--- src/include/gpiid_cfg.svh ---
// Constants for the GPIO pin interrupt detector
// Assumes inclusion before the package and the design module
`ifndef GPIID_CFG_SVH
`define GPIID_CFG_SVH

`define GPIID_PINS 8
`define GPIID_CLK_HZ 50000000
`define GPIID_LEVEL_HOLD_CLKS 2
`define GPIID_RST_LEVEL 1'b0
`define GPIID_RST_DIR 1'b1
`define GPIID_RST_SEL_LOW 1'b0
`define GPIID_RST_SEL_HIGH 1'b0
// Released pins idle high, so the sample history starts high
`define GPIID_SAMP_RST 8'hff

`endif

--- src/include/gpiid_pkg.sv ---
// Types for the GPIO pin interrupt detector
// Assumes gpiid_cfg.svh is on the include path
`include "gpiid_cfg.svh"
`default_nettype none

package gpiid_pkg;
  // Mode code decoded from {output level, direction, function high, function low}
  typedef enum logic [1:0] {
    GPIID_MODE_OTHER = 2'b00,
    GPIID_MODE_LEVEL = 2'b01,
    GPIID_MODE_DUAL = 2'b10,
    GPIID_MODE_SINGLE = 2'b11
  } gpiid_mode_t;
endpackage : gpiid_pkg

`default_nettype wire

--- src/rtl/gpiid_detect.sv ---
// Per-pin interrupt detection for one GPIO port
// Assumes pin inputs synchronous to core_clk; config bits held by software
//
// Contract
// Every pin is an interrupt source with its own request line.
// Level mode 8 runs the pin as open-drain output.
// Level mode requests while sampled pin equals the output-level bit.
// Pin sampled by clock; level must hold two clocks before request.
// Level request stays while level matches, drops when it changes.
// Edge modes run pin open-drain and request on the selected edge.
// Dual-edge mode 6 requests on every rising and falling edge.
// Mode 6 decodes from level 1, high 1, low 0, direction 0.
// Mode 9 output-level bit picks edge: 0 falling, 1 rising.
// Mode 9 decodes from level 0 or 1, high 1, low 1, direction 1.
// Edges found by comparing successive samples; one request per edge.
`include "gpiid_cfg.svh"
`default_nettype none

module gpiid_detect
  import gpiid_pkg::*;
(
  input wire logic core_clk,
  input wire logic sys_rst,
  input wire logic [`GPIID_PINS-1:0] pin_in,
  input wire logic [`GPIID_PINS-1:0] port_output_level,
  input wire logic [`GPIID_PINS-1:0] port_direction,
  input wire logic [`GPIID_PINS-1:0] port_function_sel_low,
  input wire logic [`GPIID_PINS-1:0] port_function_sel_high,
  output logic [`GPIID_PINS-1:0] pin_out,
  output logic [`GPIID_PINS-1:0] pin_oe_n,
  output logic [`GPIID_PINS-1:0] irq_req
);

  logic [`GPIID_PINS-1:0] samp0;
  logic [`GPIID_PINS-1:0] samp1;
  logic [`GPIID_PINS-1:0] next_samp0;
  logic [`GPIID_PINS-1:0] next_samp1;
  logic [`GPIID_PINS-1:0] next_irq_req;
  gpiid_mode_t mode [`GPIID_PINS];

  // Sample history
  always_comb begin
    next_samp0 = pin_in;
    next_samp1 = samp0;
  end

  // History starts at the idle level so release of reset is no edge
  always_ff @(posedge core_clk) begin
    if (sys_rst) begin
      samp0 <= `GPIID_SAMP_RST;
      samp1 <= `GPIID_SAMP_RST;
    end else begin
      samp0 <= next_samp0;
      samp1 <= next_samp1;
    end
  end

  genvar gi;
  generate
    for (gi = 0; gi < `GPIID_PINS; gi++) begin : g_pin
      // Mode decode from the four config bits
      always_comb begin
        unique case ({port_output_level[gi], port_direction[gi],
                      port_function_sel_high[gi], port_function_sel_low[gi]})
          4'b1010: mode[gi] = GPIID_MODE_DUAL;
          4'b1111, 4'b0111: mode[gi] = GPIID_MODE_SINGLE;
          4'b1011, 4'b0011: mode[gi] = GPIID_MODE_LEVEL;
          default: mode[gi] = GPIID_MODE_OTHER;
        endcase
      end

      // Request per pin
      always_comb begin
        unique case (mode[gi])
          GPIID_MODE_LEVEL:
            next_irq_req[gi] = (samp0[gi] == port_output_level[gi])
              && (samp1[gi] == port_output_level[gi]);
          GPIID_MODE_DUAL:
            next_irq_req[gi] = samp0[gi] ^ samp1[gi];
          GPIID_MODE_SINGLE:
            next_irq_req[gi] = port_output_level[gi] ? (samp0[gi] & ~samp1[gi])
              : (~samp0[gi] & samp1[gi]);
          GPIID_MODE_OTHER:
            next_irq_req[gi] = 1'b0;
        endcase
      end

      // Open-drain in interrupt modes: pin released, never driven high
      always_comb begin
        pin_out[gi] = 1'b0;
        pin_oe_n[gi] = 1'b1;
        if (mode[gi] == GPIID_MODE_OTHER) begin
          pin_out[gi] = port_output_level[gi];
          pin_oe_n[gi] = port_direction[gi];
        end
      end

    end
  endgenerate

  // Request registers, one per pin
  always_ff @(posedge core_clk) begin
    if (sys_rst) begin
      irq_req <= '0;
    end else begin
      irq_req <= next_irq_req;
    end
  end

endmodule : gpiid_detect

`default_nettype wire

--- config.mk ---
export PLATFORM = sky130hd
export DESIGN_NAME = gpiid_detect
export DESIGN_NICKNAME = d
export VERILOG_FILES = /design/src/include/gpiid_pkg.sv /design/src/rtl/gpiid_detect.sv
export VERILOG_INCLUDE_DIRS = /design/src /design/src/include
export SDC_FILE = /design/constraint.sdc
export NUM_CORES = 1
export LEC_CHECK = 0
export BUFFER_PORTS_ARGS = -buffer_cell sky130_fd_sc_hd__buf_2
export CORE_MARGIN = 10
export CORE_UTILIZATION = 25
export DETAILED_ROUTE_END_ITERATION = 8
export GPL_TIMING_DRIVEN = 0
export PLACE_DENSITY = 0.55
export SETUP_SLACK_MARGIN = 0.02
export SLEW_MARGIN = 20
export SYNTH_ARGS = -nofsm -noshare
export SYNTH_HDL_FRONTEND = slang
export SYNTH_SLANG_ARGS = --single-unit
export TNS_END_PERCENT = 50
--- constraint.sdc ---
create_clock -name core_clk -period 1.19 [get_ports core_clk]
set_input_delay 0.1785 -clock core_clk [delete_from_list [all_inputs] [get_ports core_clk]]
set_output_delay 0.1785 -clock core_clk [all_outputs]
set_load 0.02 [all_outputs]
# [After elaboration in Yosys (flattened, before gate mapping)]
# Index checks and enable logic that the tools add are counted.
[word_totals] register_bits=24 word_cells=195
[op_classes] eq_ne=80 n_mux=40 n_bitwise=40 n_reduce_logical=32
[ops] operator="$eq A4 B4 Y1 const B" n=24
[ops] operator="$pmux W2 S3" n=8
[ops] operator="$eq A2 B2 Y1 const B" n=16
[ops] operator="$eq A4 B2 Y1 const B" n=8
[ops] operator="$eq A4 B3 Y1 const B" n=8
[ops] operator="$pmux W1 S4" n=8
[ops] operator="$reduce_or A2 Y1" n=16
[ops] operator="$mux W1" n=24
[ops] operator="$and A1 B1 Y1" n=16
[ops] operator="$eq A1 B1 Y1" n=16
[ops] operator="$eq A2 B1 Y1 const B" n=8
[ops] operator="$logic_not A2 Y1" n=8
[ops] operator="$not A1 Y1" n=16
[ops] operator="$logic_and A1 B1 Y1" n=8
[ops] operator="$xor A1 B1 Y1" n=8

# [Depth between registers and ports, before layout]
[logic_depth] depth_word=5 ltp_mapped=5 ltp_nobuf=5

# [Worst setup path before layout]
# Ideal clock, no wire load.
[synth_timing] path_kind="reg-to-reg" from="register samp0[3] (netlist: next_samp1[3])" to="register irq_req[3]" setup_ps=103 arrival_ps=1159 t_required_ps=1087 path_slack_ps=-72 path_stages_with_launch=4 path_buffers=0 path_cell_list="dfxtp_1 > or3_1 > and4_1 > a2111oi_2"
[synth_via] elab_chain_len=4 word_cells_on_any_way=8 cone_classes="eq/ne (1); mux (2); bitwise (4); reduce/logical (1)"
[synth_lines] element="start, declared" line="gpiid_detect.sv:34" text="logic [`GPIID_PINS-1:0] samp0;"
[synth_lines] element="start signal, assigned" line="gpiid_detect.sv:50" text="samp0 <= `GPIID_SAMP_RST;"
[synth_lines] element="start signal, assigned" line="gpiid_detect.sv:53" text="samp0 <= next_samp0;"
[synth_lines] element="$not A1 Y1" line="gpiid_detect.sv:82" text=": (~samp0[gi] & samp1[gi]);"
[synth_lines] element="$and A1 B1 Y1" line="gpiid_detect.sv:82"
[synth_lines] element="$mux W1" line="gpiid_detect.sv:81" text="next_irq_req[gi] = port_output_level[gi] ? (samp0[gi] & ~samp1[gi])"
[synth_lines] element="$pmux W1 S4 (*)" line="gpiid_detect.sv:74" text="unique case (mode[gi])"
[synth_lines] element="end signal, assigned" line="gpiid_detect.sv:106" text="irq_req <= next_irq_req;"
[synth_lines] element="end, declared" line="gpiid_detect.sv:31" text="output logic [`GPIID_PINS-1:0] irq_req"
# Mark *: on every way between the ends. The rest lies on a longest branch, timed or not.
# A chain may end at the register's enable or synchronous reset.

# [Final worst setup path]
[layout_timing] from="register samp1[3]" to="register irq_req[3]"
[layout_via] elab_chain_len=4 word_cells_on_any_way=8 cone_classes="eq/ne (1); mux (2); bitwise (4); reduce/logical (1)"
[layout_lines] element="start, declared" line="gpiid_detect.sv:35" text="logic [`GPIID_PINS-1:0] samp1;"
[layout_lines] element="start signal, assigned" line="gpiid_detect.sv:51" text="samp1 <= `GPIID_SAMP_RST;"
[layout_lines] element="start signal, assigned" line="gpiid_detect.sv:54" text="samp1 <= next_samp1;"
[layout_lines] element="$not A1 Y1" line="gpiid_detect.sv:81"
[layout_lines] element="$and A1 B1 Y1" line="gpiid_detect.sv:81"
[layout_lines] element="$mux W1" line="gpiid_detect.sv:81"
[layout_lines] element="$pmux W1 S4 (*)" line="gpiid_detect.sv:74"
# Marked as above.

==> results <==
- The flow ran to the end, but the final reports show violations.
- The checks that failed: setup timing.
- The post-route DRC violation count is 0.
- After clock tree synthesis, the clock-pin slew on the worst setup and hold paths is 0.09 ns.
- The number of nets in the final layout is 313.
- The top-level I/O count is 66.
- The via count of the first global-routing pass is 1509.
- In the finished design, the share of the clock period the worst path needs comes to 1.06.
- Sorting the synthesized cells by area gives the leading types as sky130_fd_sc_hd__dfxtp_1, sky130_fd_sc_hd__ha_1, sky130_fd_sc_hd__or2_1, sky130_fd_sc_hd__inv_1, sky130_fd_sc_hd__o21ai_0.
- The kind of cell with the highest combined delay along the critical path is compound AO/OA/AOI/OAI gates.
- The maximum cell stage delay along the critical path is 0.35 ns.
- In the global route stage, overall resource usage came out at 0.0814.
- The highest attainable clock frequency is 795 MHz.
- The floorplan step set the die width to 97.4 um.
- A synthesized cell averages 8.42 um^2.
- The setup slack of the critical path after layout is -0.0676 ns.
- The standby leakage power is 1.05 nW.
- The row count is 28.
- The wire length of the first global-routing pass is 6840 um.
- The worst pin sits at a relative slew slack of 0.522.
- In this run the remaining antenna-violating nets after routing total 0.
- The type of element capturing the critical path is a flip-flop.
- The share of the synthesized area in the top cell type is 0.321.
- The routing usage on met3 is 0.0249.
- The routing layer with the top usage in global route is met2.
- The final critical path time including I/O delays and setup is 1.26 ns.
- For this run, the share of the core covered by cells in the final layout is 0.402.
- The core region is 0.00589 mm^2.
- Routability-driven placement finished with a final weighted congestion of 0.691.
- The number of pins exceeding their max-slew limit in the final report is 0.
- The routed layout has 1492 vias.
- STA puts the critical path data required time at 1.35 ns.
- The critical path in this run is classified as flip-flop to flip-flop.
- The proportion of layout cells with a drive suffix above 1 is 0.538.
- For this run, the register share of the synthesized area comes to 0.321.
- In this run the vertical extent of the chip is 97.4 um.
- The final number of hold-violating endpoints is 0.
- The number of endpoints failing setup at the final stage is 6.
- For this design, the sink count on the clock tree is 24.
- The met1 demand-to-capacity share in global routing is 0.0949.
- The number of warnings issued by yosys is 0.
- The transition time at the pin with the least slew margin is 0.717 ns.
- Across the run, the number of max-cap violations was 0.
- The clock passes through at most 2 buffers.
- The first routing iteration left 15 violations.
- The critical path goes through inv_2 -> ha_4 -> o2bb2ai_4 -> nand2_2 -> a2111oi_4.
- For this run, the leading register cell type out of synthesis is sky130_fd_sc_hd__dfxtp_1.
- After detailed routing, the average wire length per cell comes to 13.1 um.
- For this configuration, the core starts out at a cell density of 0.255.
- The full die area is 0.00949 mm^2.
- The routed design has 4300 um of wire.
- Of all flip-flops after synthesis, the portion carrying an async set or reset was 0.
- In this run the worst path has a maximum fanout of 2.
- TritonCTS built the clock tree.
- Data on the critical path arrives at its endpoint at 1.42 ns.
- CTS placed an instance of sky130_fd_sc_hd__clkbuf_8 at the clock tree root.
- In this run the cell area of the synthesized design comes to 0.00150 mm^2.
- At the later pin of the worst-skew pair, clock insertion delay measures 0.26 ns.
- STA classifies the critical path startpoint as a flip-flop.
- Dividing the detail-routed via count by the number of cells gives 4.55.
- The synthesized design contains 0 enable-type register cells.
- In this run, CTS created clock tree buffers numbering 3.
- Across the VDD grid, the largest voltage drop is 339 uV.
- In this run the number of H-tree levels came out at 1.
- The commonest cells after synthesis are sky130_fd_sc_hd__dfxtp_1, sky130_fd_sc_hd__inv_1, sky130_fd_sc_hd__ha_1, sky130_fd_sc_hd__o21ai_0, sky130_fd_sc_hd__or2_1.
- The number of cells produced by synthesis is 178.
- The number of buffers added to fix hold violations after cts is 0.
- The number of antenna violations at the first check in global routing is 0.
- Compared with the post-synthesis result, the final layout area differs by 57.8%.
- The synthesized net count is 236.
- Across the routed clock network, the largest skew measured is 0.00388 ns.
- The met2 capacity usage during global routing is 0.142.
- The wire-length estimate of the detail-placed layout is 3020 um.
- The global-route congestion overflow total is 0.
- The total of flip-flops plus latches after synthesis is 24.
- The largest net degree at the start of global routing is 13.
- The repair_antennas step left the layout with diodes totalling 0.
- The count of buffers added on input and output ports is 65.
- The first detailed-routing pass took 4 iterations.
- The tightest min-delay check is of the input pin to flip-flop type.
- The largest total area in the synthesized netlist belongs to sky130_fd_sc_hd__dfxtp_1.
- Setup repair after global routing could not meet its margin everywhere.
- Counting both buffers and inverters, the worst setup path holds a total of 1.
- The number of distinct library cells after synthesis is 22.
- Final hold analysis gives a worst-case slack of 0.0848 ns.
- Power spread over the standard cell area amounts to 799 mW/mm^2.
- The slowest stage of the critical path is the sky130_fd_sc_hd__dfxtp_2 cell.
[metrics by stage]
stage | setup WS, ns | cells | area (um^2) | power [W] | setup TNS, ns
floorplan | 0.0154 | 178 | 1510 | 0.00111 | 0
global placement | -0.0908 | 318 | 1930 | 0.00129 | -0.509
global route | -0.112 | 328 | 2370 | 0.00202 | -0.680
CTS | -0.0743 | 325 | 2100 | 0.00183 | -0.402
detailed placement | -0.105 | 318 | 1930 | 0.00130 | -0.621
finish | -0.0676 | 328 | 2370 | 0.00189 | -0.192
[final timing paths]
path | startpoint | endpoint | slack, ns | cells after the start
worst max-delay path | samp1[3] | irq_req[3] | -0.07 | 5
worst min-delay path | pin_in[3] | next_samp1[3] | 0.08 | 2
worst max register to register | samp1[3] | irq_req[3] | -0.07 | 5
worst min register to register | next_samp1[2] | samp1[2] | 0.50 | 1
[repair_timing]
item / CTS / global route
setup buffers: 4 / 3
setup endpoints to repair: 8 / 8
pin swaps: 17 / 15
resized for setup: 21 / 51
[power by group]
| part | leakage, nW | internal (W) | switching (W) |
|---|---|---|---|
| Combinational | 0.836 | 0.000246 | 0.000292 |
| Sequential | 0.194 | 0.000840 | 0.0000335 |
| Clock | 0.0216 | 0.000226 | 0.000253 |
[final cells by class]
| type | count | area (um^2) |
|---|---|---|
| buffer | 2 | 7.51 |
| clock buffer | 3 | 41.3 |
| fill | 607 | 3520 |
| inverter | 24 | 90.1 |
| multi-input combinational | 128 | 1240 |
| sequential | 24 | 504 |
| tap | 75 | 93.8 |
| timing repair buffer | 72 | 393 |
[flip-flops by register name, indices dropped and copies added, names as in the netlist]
name	count
next_samp1	8
samp1	8
irq_req	8
[cell usage in the layout, fill, tap and decap left out, types with 3 or more instances in the layout]
cell type / Yosys / routed
sky130_fd_sc_hd__a21boi_1: 4 / 4
sky130_fd_sc_hd__and2_1: 4 / 4
sky130_fd_sc_hd__and3_1: 4 / 4
sky130_fd_sc_hd__and4_1: 4 / 3
sky130_fd_sc_hd__buf_2: 0 / 65
sky130_fd_sc_hd__buf_4: 0 / 3
sky130_fd_sc_hd__buf_6: 0 / 4
sky130_fd_sc_hd__clkbuf_8: 0 / 3
sky130_fd_sc_hd__dfxtp_1: 24 / 9
sky130_fd_sc_hd__dfxtp_2: 0 / 13
sky130_fd_sc_hd__ha_1: 16 / 5
sky130_fd_sc_hd__ha_4: 0 / 11
sky130_fd_sc_hd__inv_1: 24 / 15
sky130_fd_sc_hd__inv_2: 0 / 9
sky130_fd_sc_hd__mux2i_1: 4 / 4
sky130_fd_sc_hd__nand2_1: 8 / 6
sky130_fd_sc_hd__nand2b_1: 12 / 12
sky130_fd_sc_hd__nand3_1: 4 / 4
sky130_fd_sc_hd__nor2b_4: 0 / 4
sky130_fd_sc_hd__nor3_1: 8 / 3
sky130_fd_sc_hd__nor3_2: 0 / 3
sky130_fd_sc_hd__o21ai_0: 16 / 12
sky130_fd_sc_hd__o21ai_1: 8 / 8
sky130_fd_sc_hd__o21ai_2: 0 / 4
sky130_fd_sc_hd__or2_1: 16 / 16
sky130_fd_sc_hd__or3_1: 4 / 4
[per-layer routing]
layer  wire, um  part of all wire
met1       1860              0.43
met2       2190              0.51
met3        252             0.059
met4          0                 0
met5          0                 0
[logic make-up (layout without fill, tap and decap cells)]
kind of cell,after synthesis,count (layout),share of synthesized area
AO/OA/AOI/OAI,40,40,0.187
adder cells (fa/ha/maj),16,16,0.134
buffers and inverters,26,101,0.0651
flip-flops,24,24,0.321
multiplexers,4,4,0.0267
AND/OR/NAND/NOR,68,68,0.267
Power figures use the tool's default switching activity.
